`config.mk`:
```
export PLATFORM = sky130hd
export DESIGN_NAME = bwc_regs
export DESIGN_NICKNAME = d
export VERILOG_FILES = /design/src/logic/bwc_pkg.sv /design/src/logic/bwc_regs.sv
export SDC_FILE = /design/constraint.sdc
export NUM_CORES = 1
export LEC_CHECK = 0
export ABC_AREA = 1
export BUFFER_PORTS_ARGS = -buffer_cell sky130_fd_sc_hd__buf_2
export CORE_MARGIN = 2
export CORE_UTILIZATION = 51
export DETAILED_ROUTE_END_ITERATION = 16
export HOLD_SLACK_MARGIN = 0.12
export PLACE_DENSITY = 0.91
export SETUP_SLACK_MARGIN = 0.05
export SYNTH_ARGS = -nofsm -noshare
export SYNTH_HDL_FRONTEND = slang
export SYNTH_SLANG_ARGS = --single-unit
```
`constraint.sdc`:
```
create_clock -name clk_sys -period 1.8 [get_ports clk_sys]
set_input_delay 0.27 -clock clk_sys [delete_from_list [all_inputs] [get_ports clk_sys]]
set_output_delay 0.27 -clock clk_sys [all_outputs]
set_load 0.1 [all_outputs]
```
`src/logic/bwc_pkg.sv`:
```
// package: register map, resets and carriers of the bridge window and control registers
package bwc_pkg;

  // config dword byte offsets
  localparam logic [7:0] OFS_PREF_LIMIT_HI = 8'h2C;
  localparam logic [7:0] OFS_IO_HI = 8'h30;
  localparam logic [7:0] OFS_CAP_PTR = 8'h34;
  localparam logic [7:0] OFS_INTR_BRIDGE = 8'h3C;

  // field positions
  localparam int IO_LIMIT_LSB = 16;
  localparam int BCTL_PARITY_BIT = 16;
  localparam int BCTL_SERR_BIT = 17;
  localparam int BCTL_ALIAS_BIT = 18;

  // reset and fixed values
  localparam logic [31:0] PREF_LIMIT_HI_RST = 32'h0000_0000;
  localparam logic [15:0] IO_HI_RST = 16'h0000;
  localparam logic [2:0] BCTL_RST = 3'h0;
  localparam logic [7:0] CAP_PTR_VALUE = 8'hDC;
  localparam logic [7:0] INTR_PIN_VALUE = 8'h00;
  localparam logic [31:0] READ_ZERO = 32'h0000_0000;

  // legacy alias geometry: below 64KB, offsets 100h..3FFh of each 1KB block
  localparam logic [15:0] ALIAS_SPACE_TOP = 16'h0000;
  localparam logic [1:0] ALIAS_LOW_QUARTER = 2'h0;

  // lower window fill values
  localparam logic [11:0] IO_BASE_FILL = 12'h000;
  localparam logic [11:0] IO_LIMIT_FILL = 12'hFFF;
  localparam logic [19:0] PREF_BASE_FILL = 20'h00000;
  localparam logic [19:0] PREF_LIMIT_FILL = 20'hFFFFF;

  // configuration access from the primary side
  typedef struct packed {
    logic write;
    logic read;
    logic [7:0] offset;
    logic [3:0] byteEn;
    logic [31:0] data;
  } bwc_cfg_req_t;

  // lower window fields held elsewhere in config space
  typedef struct packed {
    logic [3:0] ioBaseLow;
    logic [3:0] ioLimitLow;
    logic [31:0] prefBaseHigh;
    logic [11:0] prefBaseLow;
    logic [11:0] prefLimitLow;
  } bwc_window_low_t;

  // address presented for a forwarding decision
  typedef struct packed {
    logic valid;
    logic [63:0] addr;
  } bwc_lookup_t;

endpackage

```
`src/logic/bwc_regs.sv`:
```
// bridge window upper-half registers, capability pointer, interrupt pin and low bridge control
`timescale 1ns/1ps
module bwc_regs (
  // clock and reset
  input wire logic clk_sys,
  input wire logic arst_n,
  // configuration access
  input wire bwc_pkg::bwc_cfg_req_t cfgReq,
  output logic [31:0] cfgReadData,
  output logic cfgReadValid,
  // lower window fields
  input wire bwc_pkg::bwc_window_low_t windowLow,
  // downstream memory and I/O lookups
  input wire bwc_pkg::bwc_lookup_t memLookup,
  input wire bwc_pkg::bwc_lookup_t ioLookup,
  output logic memForward,
  output logic ioForwardDown,
  output logic lookupValid,
  // upstream I/O lookup from the secondary side
  input wire bwc_pkg::bwc_lookup_t ioUpLookup,
  output logic ioForwardUp,
  output logic ioUpValid,
  // secondary error inputs and primary reports
  input wire logic secParityError,
  input wire logic secondary_system_error_n,
  output logic secParityReport,
  output logic primarySystemError_n,
  // control bits for the rest of the bridge
  output logic parityResponseEn
);

  // register state
  logic [31:0] prefLimitHigh_reg, prefLimitHigh_next;
  logic [15:0] ioBaseHigh_reg, ioBaseHigh_next;
  logic [15:0] ioLimitHigh_reg, ioLimitHigh_next;
  logic [2:0] bridgeCtl_reg, bridgeCtl_next;
  logic [31:0] readData_reg, readData_next;
  logic readValid_reg, readValid_next;

  // decision state
  logic memFwd_reg, memFwd_next;
  logic ioDown_reg, ioDown_next;
  logic lookValid_reg, lookValid_next;
  logic ioUp_reg, ioUp_next;
  logic upValid_reg, upValid_next;
  logic parRep_reg, parRep_next;
  logic serrN_reg, serrN_next;

  // bridge control fields and alias filter terms
  logic parityRespBit, serrFwdBit, aliasBlockBit;
  logic ioBlockDown, ioReturnUp;

  // full window bounds and hit terms
  logic [63:0] prefBase, prefLimit;
  logic [31:0] ioBase, ioLimit;
  logic memInWin, ioInWin, ioUpInWin, ioAlias, ioUpAlias;

  // join upper halves with the lower fields
  assign prefBase = {windowLow.prefBaseHigh, windowLow.prefBaseLow, bwc_pkg::PREF_BASE_FILL};
  assign prefLimit = {prefLimitHigh_reg, windowLow.prefLimitLow, bwc_pkg::PREF_LIMIT_FILL};

  // i/o bounds fill the low twelve address bits
  assign ioBase = {ioBaseHigh_reg, windowLow.ioBaseLow, bwc_pkg::IO_BASE_FILL};
  assign ioLimit = {ioLimitHigh_reg, windowLow.ioLimitLow, bwc_pkg::IO_LIMIT_FILL};

  // range compares and legacy alias detection
  assign memInWin = (memLookup.addr >= prefBase) && (memLookup.addr <= prefLimit);
  assign ioInWin = (ioLookup.addr[31:0] >= ioBase) && (ioLookup.addr[31:0] <= ioLimit);
  assign ioUpInWin = (ioUpLookup.addr[31:0] >= ioBase) && (ioUpLookup.addr[31:0] <= ioLimit);

  // legacy aliases: below 64KB, upper three quarters of each 1KB block
  assign ioAlias = (ioLookup.addr[31:16] == bwc_pkg::ALIAS_SPACE_TOP)
      && (ioLookup.addr[9:8] != bwc_pkg::ALIAS_LOW_QUARTER);
  assign ioUpAlias = (ioUpLookup.addr[31:16] == bwc_pkg::ALIAS_SPACE_TOP)
      && (ioUpLookup.addr[9:8] != bwc_pkg::ALIAS_LOW_QUARTER);

  // bridge control fields, indexed from their config bit positions
  assign parityRespBit = bridgeCtl_reg[bwc_pkg::BCTL_PARITY_BIT - bwc_pkg::BCTL_PARITY_BIT];
  assign serrFwdBit = bridgeCtl_reg[bwc_pkg::BCTL_SERR_BIT - bwc_pkg::BCTL_PARITY_BIT];
  assign aliasBlockBit = bridgeCtl_reg[bwc_pkg::BCTL_ALIAS_BIT - bwc_pkg::BCTL_PARITY_BIT];

  // aliases dropped downstream are claimed for the upstream path instead
  assign ioBlockDown = aliasBlockBit && ioAlias;
  assign ioReturnUp = aliasBlockBit && ioUpAlias && ioUpInWin;

  // config writes, byte lanes gated by their enables
  always_comb begin
    prefLimitHigh_next = prefLimitHigh_reg;
    ioBaseHigh_next = ioBaseHigh_reg;
    ioLimitHigh_next = ioLimitHigh_reg;
    bridgeCtl_next = bridgeCtl_reg;
    if (cfgReq.write) begin
      case (cfgReq.offset)
        bwc_pkg::OFS_PREF_LIMIT_HI: begin
          for (int b = 0; b < 4; b++) begin
            if (cfgReq.byteEn[b]) begin
              prefLimitHigh_next[b*8 +: 8] = cfgReq.data[b*8 +: 8];
            end
          end
        end
        // lanes 0-1 base upper half, lanes 2-3 limit upper half
        bwc_pkg::OFS_IO_HI: begin
          for (int b = 0; b < 2; b++) begin
            if (cfgReq.byteEn[b]) begin
              ioBaseHigh_next[b*8 +: 8] = cfgReq.data[b*8 +: 8];
            end
            if (cfgReq.byteEn[b+2]) begin
              ioLimitHigh_next[b*8 +: 8] = cfgReq.data[bwc_pkg::IO_LIMIT_LSB + b*8 +: 8];
            end
          end
        end
        // only lane 2 carries the writable control bits
        bwc_pkg::OFS_INTR_BRIDGE: begin
          if (cfgReq.byteEn[2]) begin
            bridgeCtl_next = cfgReq.data[bwc_pkg::BCTL_ALIAS_BIT:bwc_pkg::BCTL_PARITY_BIT];
          end
        end
        // capability pointer and unmapped offsets ignore writes
        default: begin
        end
      endcase
    end
  end

  // read mux; a read beside a write still returns the old value
  always_comb begin
    readData_next = readData_reg;
    readValid_next = cfgReq.read;
    if (cfgReq.read) begin
      case (cfgReq.offset)
        bwc_pkg::OFS_PREF_LIMIT_HI: readData_next = prefLimitHigh_reg;
        bwc_pkg::OFS_IO_HI: readData_next = {ioLimitHigh_reg, ioBaseHigh_reg};
        bwc_pkg::OFS_CAP_PTR: readData_next = {24'h00_0000, bwc_pkg::CAP_PTR_VALUE};
        bwc_pkg::OFS_INTR_BRIDGE: begin
          readData_next = {13'h0000, bridgeCtl_reg, bwc_pkg::INTR_PIN_VALUE, 8'h00};
        end
        default: readData_next = bwc_pkg::READ_ZERO;
      endcase
    end
  end

  // window and control registers, cleared by reset
  always_ff @(posedge clk_sys or negedge arst_n) begin
    if (!arst_n) begin
      prefLimitHigh_reg <= bwc_pkg::PREF_LIMIT_HI_RST;
      ioBaseHigh_reg <= bwc_pkg::IO_HI_RST;
      ioLimitHigh_reg <= bwc_pkg::IO_HI_RST;
      bridgeCtl_reg <= bwc_pkg::BCTL_RST;
    end else begin
      prefLimitHigh_reg <= prefLimitHigh_next;
      ioBaseHigh_reg <= ioBaseHigh_next;
      ioLimitHigh_reg <= ioLimitHigh_next;
      bridgeCtl_reg <= bridgeCtl_next;
    end
  end

  // read answer flops; data holds until the next read
  always_ff @(posedge clk_sys or negedge arst_n) begin
    if (!arst_n) begin
      readData_reg <= bwc_pkg::READ_ZERO;
      readValid_reg <= 1'b0;
    end else begin
      readData_reg <= readData_next;
      readValid_reg <= readValid_next;
    end
  end

  // forwarding decisions and error gating
  always_comb begin
    memFwd_next = memLookup.valid && memInWin;
    ioDown_next = ioLookup.valid && ioInWin && !ioBlockDown;
    lookValid_next = memLookup.valid || ioLookup.valid;
    ioUp_next = ioUpLookup.valid && (!ioUpInWin || ioReturnUp);
    upValid_next = ioUpLookup.valid;
    parRep_next = secParityError && parityRespBit;
    serrN_next = !(serrFwdBit && !secondary_system_error_n);
  end

  // decision and error flops; the primary error line idles high
  always_ff @(posedge clk_sys or negedge arst_n) begin
    if (!arst_n) begin
      memFwd_reg <= 1'b0;
      ioDown_reg <= 1'b0;
      lookValid_reg <= 1'b0;
      ioUp_reg <= 1'b0;
      upValid_reg <= 1'b0;
      parRep_reg <= 1'b0;
      serrN_reg <= 1'b1;
    end else begin
      memFwd_reg <= memFwd_next;
      ioDown_reg <= ioDown_next;
      lookValid_reg <= lookValid_next;
      ioUp_reg <= ioUp_next;
      upValid_reg <= upValid_next;
      parRep_reg <= parRep_next;
      serrN_reg <= serrN_next;
    end
  end

  // outputs straight from flip-flops
  assign cfgReadData = readData_reg;
  assign cfgReadValid = readValid_reg;
  assign memForward = memFwd_reg;
  assign ioForwardDown = ioDown_reg;
  assign lookupValid = lookValid_reg;
  assign ioForwardUp = ioUp_reg;
  assign ioUpValid = upValid_reg;
  assign secParityReport = parRep_reg;
  assign primarySystemError_n = serrN_reg;
  assign parityResponseEn = parityRespBit;

endmodule

```
---- After elaboration in Yosys (flattened, before gate mapping) ----
Index checks and enable logic that the tools add are counted.
operators by class
  $add $sub $neg .......................... 0
  $mul .................................... 0
  div/mod/pow operators ................... 0
  magnitude comparators ................... 6
  eq/ne operators ......................... 4
  shift-type cells ........................ 0
  multiplexer cells ....................... 1
  bitwise logic cells ..................... 0
  reduce and logical (&&, ||, !) cells .... 33
operators by type and width
  operator            number
  $pmux 32 s4         1
  $ge 32x32->1        2
  $ge 64x64->1        1
  $le 32x32->1        2
  $le 64x64->1        1
  $eq 8x6->1 const B  4
  $logic_not 16->1    2
  $reduce_and 3->1    9
  $logic_and 1x1->1   14
  $logic_not 1->1     4
  $reduce_bool 2->1   2
  $logic_or 1x1->1    2
storage, ports and cells
  register bits ........................... 107
  bits in latches ......................... 0
  RAM bits ................................ 0
  ROM bits ................................ 0
  input bits .............................. 309
  output and inout bits ................... 41
  memories kept ........................... 0

---- Longest topological paths before layout ----
  depth in word-level cells ............... 6
  mapped depth ............................ 15

---- Least setup slack after synthesis ----
OpenSTA, ideal clock, no wires.
  kind .................................... register to register
  start point ............................. reg prefLimitHigh_reg[31]
  end point ............................... reg memFwd_reg (netlist: memForward)
  arrival time ............................ 1389 ps
  required time ........................... 1686 ps
  setup slack ............................. 297 ps
  stages on the path, launching flop included .. 13
  path buffers ............................ 0
  cell sequence ........................... dfrtp_1 inv_1 ha_1 nand2_1 nor2_1 and2_1 nand3_1 nor2_1 nand2_1 nand3_1 nand2_1 nand2_1 nor2_1
between the ends
  word-level cells in the longest chain between the ends .. 3
ends and longest elaborated chain
  element                 line             text
  start, declared         bwc_regs.sv:33   logic [31:0] prefLimitHigh_reg, prefLimitHigh_next;
  start signal, assigned  bwc_regs.sv:145  prefLimitHigh_reg <= bwc_pkg::PREF_LIMIT_HI_RST;
  start signal, assigned  bwc_regs.sv:150  prefLimitHigh_reg <= prefLimitHigh_next;
  $le 64x64->1            bwc_regs.sv:67   assign memInWin = (memLookup.addr >= prefBase) && (memLookup.addr <= prefLimit);
  $logic_and 1x1->1       bwc_regs.sv:67
  $logic_and 1x1->1       bwc_regs.sv:170  memFwd_next = memLookup.valid && memInWin;
  net memFwd_next         bwc_regs.sv:41   logic memFwd_reg, memFwd_next;
  end signal, assigned    bwc_regs.sv:190  memFwd_reg <= memFwd_next;
  end, declared           bwc_regs.sv:41
The timed path passes the listed nets, and every way through them passes these cells.
A chain may end at the register's enable or synchronous reset.

---- Worst setup path in the final report ----
  start point ............................. reg ioLimitHigh_reg[3]
  end point ............................... reg ioUp_reg (netlist: ioForwardUp)
between the ends
  word-level cells in the longest chain between the ends .. 5
ends and longest elaborated chain
  element                                               line                             text
  start, declared                                       bwc_regs.sv:35                   logic [15:0] ioLimitHigh_reg, ioLimitHigh_next;
  start signal, assigned                                bwc_regs.sv:147                  ioLimitHigh_reg <= bwc_pkg::IO_HI_RST;
  start signal, assigned                                bwc_regs.sv:152                  ioLimitHigh_reg <= ioLimitHigh_next;
  $le 32x32->1 (*)                                      bwc_regs.sv:69                   assign ioUpInWin = (ioUpLookup.addr[31:0] >= ioBase) && (ioUpLookup.addr[31:0] <= ioLimit);
  $logic_and 1x1->1 (*)                                 bwc_regs.sv:69
  $logic_not 1->1 or $logic_and 1x1->1 (tied branches)  bwc_regs.sv:173, bwc_regs.sv:84
  $logic_or 1x1->1 (*)                                  bwc_regs.sv:173                  ioUp_next = ioUpLookup.valid && (!ioUpInWin || ioReturnUp);
  $logic_and 1x1->1 (*)                                 bwc_regs.sv:173
  net ioUp_next                                         bwc_regs.sv:44                   logic ioUp_reg, ioUp_next;
  end signal, assigned                                  bwc_regs.sv:193                  ioUp_reg <= ioUp_next;
  end, declared                                         bwc_regs.sv:44
Mark *: on every way through the listed nets, which the timed path passes. The rest lies on a longest branch.

==> results.txt <==
----------------------------------------------------
[Synthesis]
  Sequential area share after synthesis ... 0.290
  Distinct cells, synth ... 32
  Post-synthesis net count ... 1737
  FF+latch count, synth ... 107
  Mapped Cells ... 1260
  Post-Synthesis Cell Area ... 9220 µm²
  Synth warnings ... 0
  Top-area cell type share of the netlist area ... 0.288
  Mapped Avg Cell Area ... 7.32 µm²
  Cell taking the most area after synthesis ... sky130_fd_sc_hd__dfrtp_1
  Top cells by area, synth ... sky130_fd_sc_hd__dfrtp_1 29%, sky130_fd_sc_hd__ha_1 23%, sky130_fd_sc_hd__nand2_1 15%, sky130_fd_sc_hd__inv_1 9.2%, sky130_fd_sc_hd__a21oi_1 3.6%

[Pwr]
  Maximum VDD drop ... 0.000469 V
  Combinational fraction of design power ... 0.250
  Switching part of the total power ... 0.308
  Leakage Power ... 6.56 nW
  Pwr Density ... 535 nW/µm²
  Total internal power ... 4.33 mW
  Power dissipated by switching net loads ... 1.93 mW
  Clk pwr share ... 0.353
  Register share of total power ... 0.396

[Die]
  Chip height ... 138 µm
  Row Count ... 49
  Initial core utilization ... 0.517
  Placeable Area ... 17800 µm²
  Die outline width ... 138 µm
  I/O pin cnt ... 350
  Die footprint ... 19200 µm²

[Finish]
  Post-route insts no fill ... 1801
  Seq. cell area ... 2680 µm²
  Filler cell count ... 1479
  Nets@finish ... 2042
  Area of combinational cells with multiple inputs ... 5850 µm²
  Commonest non-fill, non-tap cell in the layout ... sky130_fd_sc_hd__nand2_1
  Most used cells in the layout excluding fill and tap cells ... 368 x sky130_fd_sc_hd__nand2_1, 284 x sky130_fd_sc_hd__buf_2, 201 x sky130_fd_sc_hd__inv_1, 149 x sky130_fd_sc_hd__ha_1, 106 x sky130_fd_sc_hd__dfrtp_1
  Share of final-layout standard cells stronger than drive strength 1 ... 0.285
  P&R area growth vs syn ... 26.9%

[Detailed routing]
  Avg Vias per Cell ... 5.34
  Vias after detailed routing ... 9609
  Total wire length after detailed routing ... 29.0 mm
  DR DRC count ... 0
  ANT nets after route ... 0
  Detail-routed net length per standard cell ... 16.1 µm
  Count of routing violations after the opening detailed-route iteration ... 642
  Number of iterations in the first detailed-routing pass ... 5

[Timing]
  Minimum period implied by the final worst setup slack ... 1730 ps
  Maximum clock rate ... 576 MHz
  Final hold violation count ... 0
  Final-layout setup total negative slack ... 0 ps
  Relative slew slack ... 0.608
  Number of pins exceeding their max-slew limit in the final report ... 0
  Number of failing setup endpoints in the final timing report ... 0
  Worst hold slack across all endpoints ... 127 ps
  Transition at the pin with the smallest max-transition slack ... 583 ps
  Share of the cycle needed by the critical path after routing ... 0.964
  Final setup skew ... 9.18 ps

[Setup path]
  End point of the critical path ... ioForwardUp
  Launching element type of the critical path ... flip-flop
  Arrival @ worst endpoint ... 2000 ps
  Classification of the worst setup path ... flip-flop to flip-flop
  Worst R2R End ... ioForwardUp
  Startpoint of the worst-slack reg-to-reg timing path ... ioLimitHigh_reg[3]
  Worst reg-to-reg setup slack ... 70 ps
  Crit path max fanout ... 3
  Critical path data required time ... 2070 ps
  Kind of end point of the critical path ... flip-flop
  Cells on worst reg2reg path ... 11
  Source of the critical timing path ... ioLimitHigh_reg[3]

[Clock network]
  Buffer cell driving the clock tree root ... sky130_fd_sc_hd__clkbuf_16
  Deepest level of the CTS H-tree ... 3
  Clock slew at reported path FFs ... 80 ps
  Clock tree buffer depth ... 2
  Total clock buffers created by CTS ... 9
  TritonCTS clock tree ... built
  Clock latency on the worst-skew pair ... 360 ps
  Total clock sinks ... 107

[GRT]
  Overall global routing resource usage ... 0.287
  Via count of the first global-routing pass ... 9339
  Total global routing overflow ... 0
  Number of antenna violations at the first check in global routing ... 3
  Pin count of the biggest net entering global routing ... 45
  Wire length of the first global-routing pass ... 44.7 mm

[Placed design]
  Placed cell count ... 1767
  Placed wire-length estimate after detailed placement ... 23.1 mm
  RePlAce Congestion ... 0.910
  Count of input and output buffers ... 285

[Worst hold path]
  HP Class ... primary input to flip-flop

[Flow run]
  Max capacitance violation total ... 0

[Outcome]
  Result of the run ... completed

----------------------------------------------------
area by class of cell:
type                            instances  share of cell area
Timing Repair Buffer                  315               0.144
Antenna cell                            2            0.000428
Sequential cell                       107               0.229
Multi-Input combinational cell        904               0.500
Clock inverter                          7             0.00866
Tap cell                              229              0.0245
Inverter                              228              0.0737
Clock buffer                            9              0.0192
cell usage after synthesis, drive strengths merged:
library cell and n:
nand2 385, inv 226, ha 168, dfrtp 106, nor2 86, o21ai 84, a21oi 67, nand3 25
o22ai 24, nand4 23, buf 13, nor3 9, clkbuf 8, nor4 8, o221ai 8, a21o 6
and2 4, o21a 3, clkinv 2, or2 2, dfstp 1, nor4b 1, o211ai 1
critical path: stages (launching register included):
cell                      delay [ps]
sky130_fd_sc_hd__dfrtp_1         400
sky130_fd_sc_hd__inv_2           100
sky130_fd_sc_hd__ha_1            240
sky130_fd_sc_hd__a21o_1          190
sky130_fd_sc_hd__o21ai_0         240
sky130_fd_sc_hd__nand2_1         130
sky130_fd_sc_hd__nand2_1          80
sky130_fd_sc_hd__nand3_1          70
sky130_fd_sc_hd__nand2_1          60
sky130_fd_sc_hd__nand3_1          60
sky130_fd_sc_hd__nand2_1          60
sky130_fd_sc_hd__inv_1            30
metrics by stage:
stage / total power [mW] / utilization / setup WS, ps / instance area [µm²]
after global placement: 3.89 / 0.612 / 93.1 / 10900
after CTS: 6.16 / 0.633 / 56.0 / 11300
after floorplan: 3.31 / - / 297 / 9220
after global routing: 6.59 / 0.656 / -62.7 / 11700
final: 6.26 / 0.656 / 65.0 / 11700
after detailed placement: 3.97 / 0.612 / 25.5 / 10900
timing repair:
action                                  4_1_cts  5_1_grt
setup buffers                                 0       12
gates resized for setup                       2       68
pin swaps                                     2       20
hold buffers                                  4        0
endpoints found under the setup margin        1        3
cloned                                        0        0
endpoints found under the hold margin        29        0
power by group through the flow:
stage          combinational [mW]  clock (mW)  sequential (mW)
3_3_place_gp                 1.37           0             2.52
3_5_place_dp                 1.45           0             2.52
5_1_grt                      1.77        2.34             2.48
6_report                     1.57        2.21             2.48
4_1_cts                      1.46        2.22             2.48
2_1_floorplan               0.723           0             2.59
worst min-delay path by stage:
stage,start,end,slack (ps),cells past startpoint
2_1_floorplan,arst_n,bridgeCtl_reg[0],-30,0
3_5_place_dp,arst_n,cfgReadData[10],240,1
5_1_grt,ioLookup[64],lookupValid,130,2
6_report,ioLookup[64],lookupValid,130,2
4_1_cts,ioLookup[64],lookupValid,120,2
3_3_place_gp,arst_n,cfgReadData[8],240,1
metal layers:
metal | global-route usage | vias up | part of all wire
met3 | 0.0485 | 70 | 0.071
met4 | 0.0945 | 0 | 0.032
li1 | - | 4699 | -
met1 | 0.360 | 4389 | 0.41
met2 | 0.503 | 451 | 0.49
met5 | 0 | - | 0
kinds of logic (layout without fill, tap and decap cells):
kind of cell             after synthesis  after routing  synth area share
AND/OR/NAND/NOR                      543            543             0.246
buffers and inverters                249            559             0.109
AO/OA/AOI/OAI                        193            193             0.127
adder cells (fa/ha/maj)              168            168             0.228
flip-flops                           107            107             0.290
other                                  0              2                 0
Power figures use the tool's default switching activity.
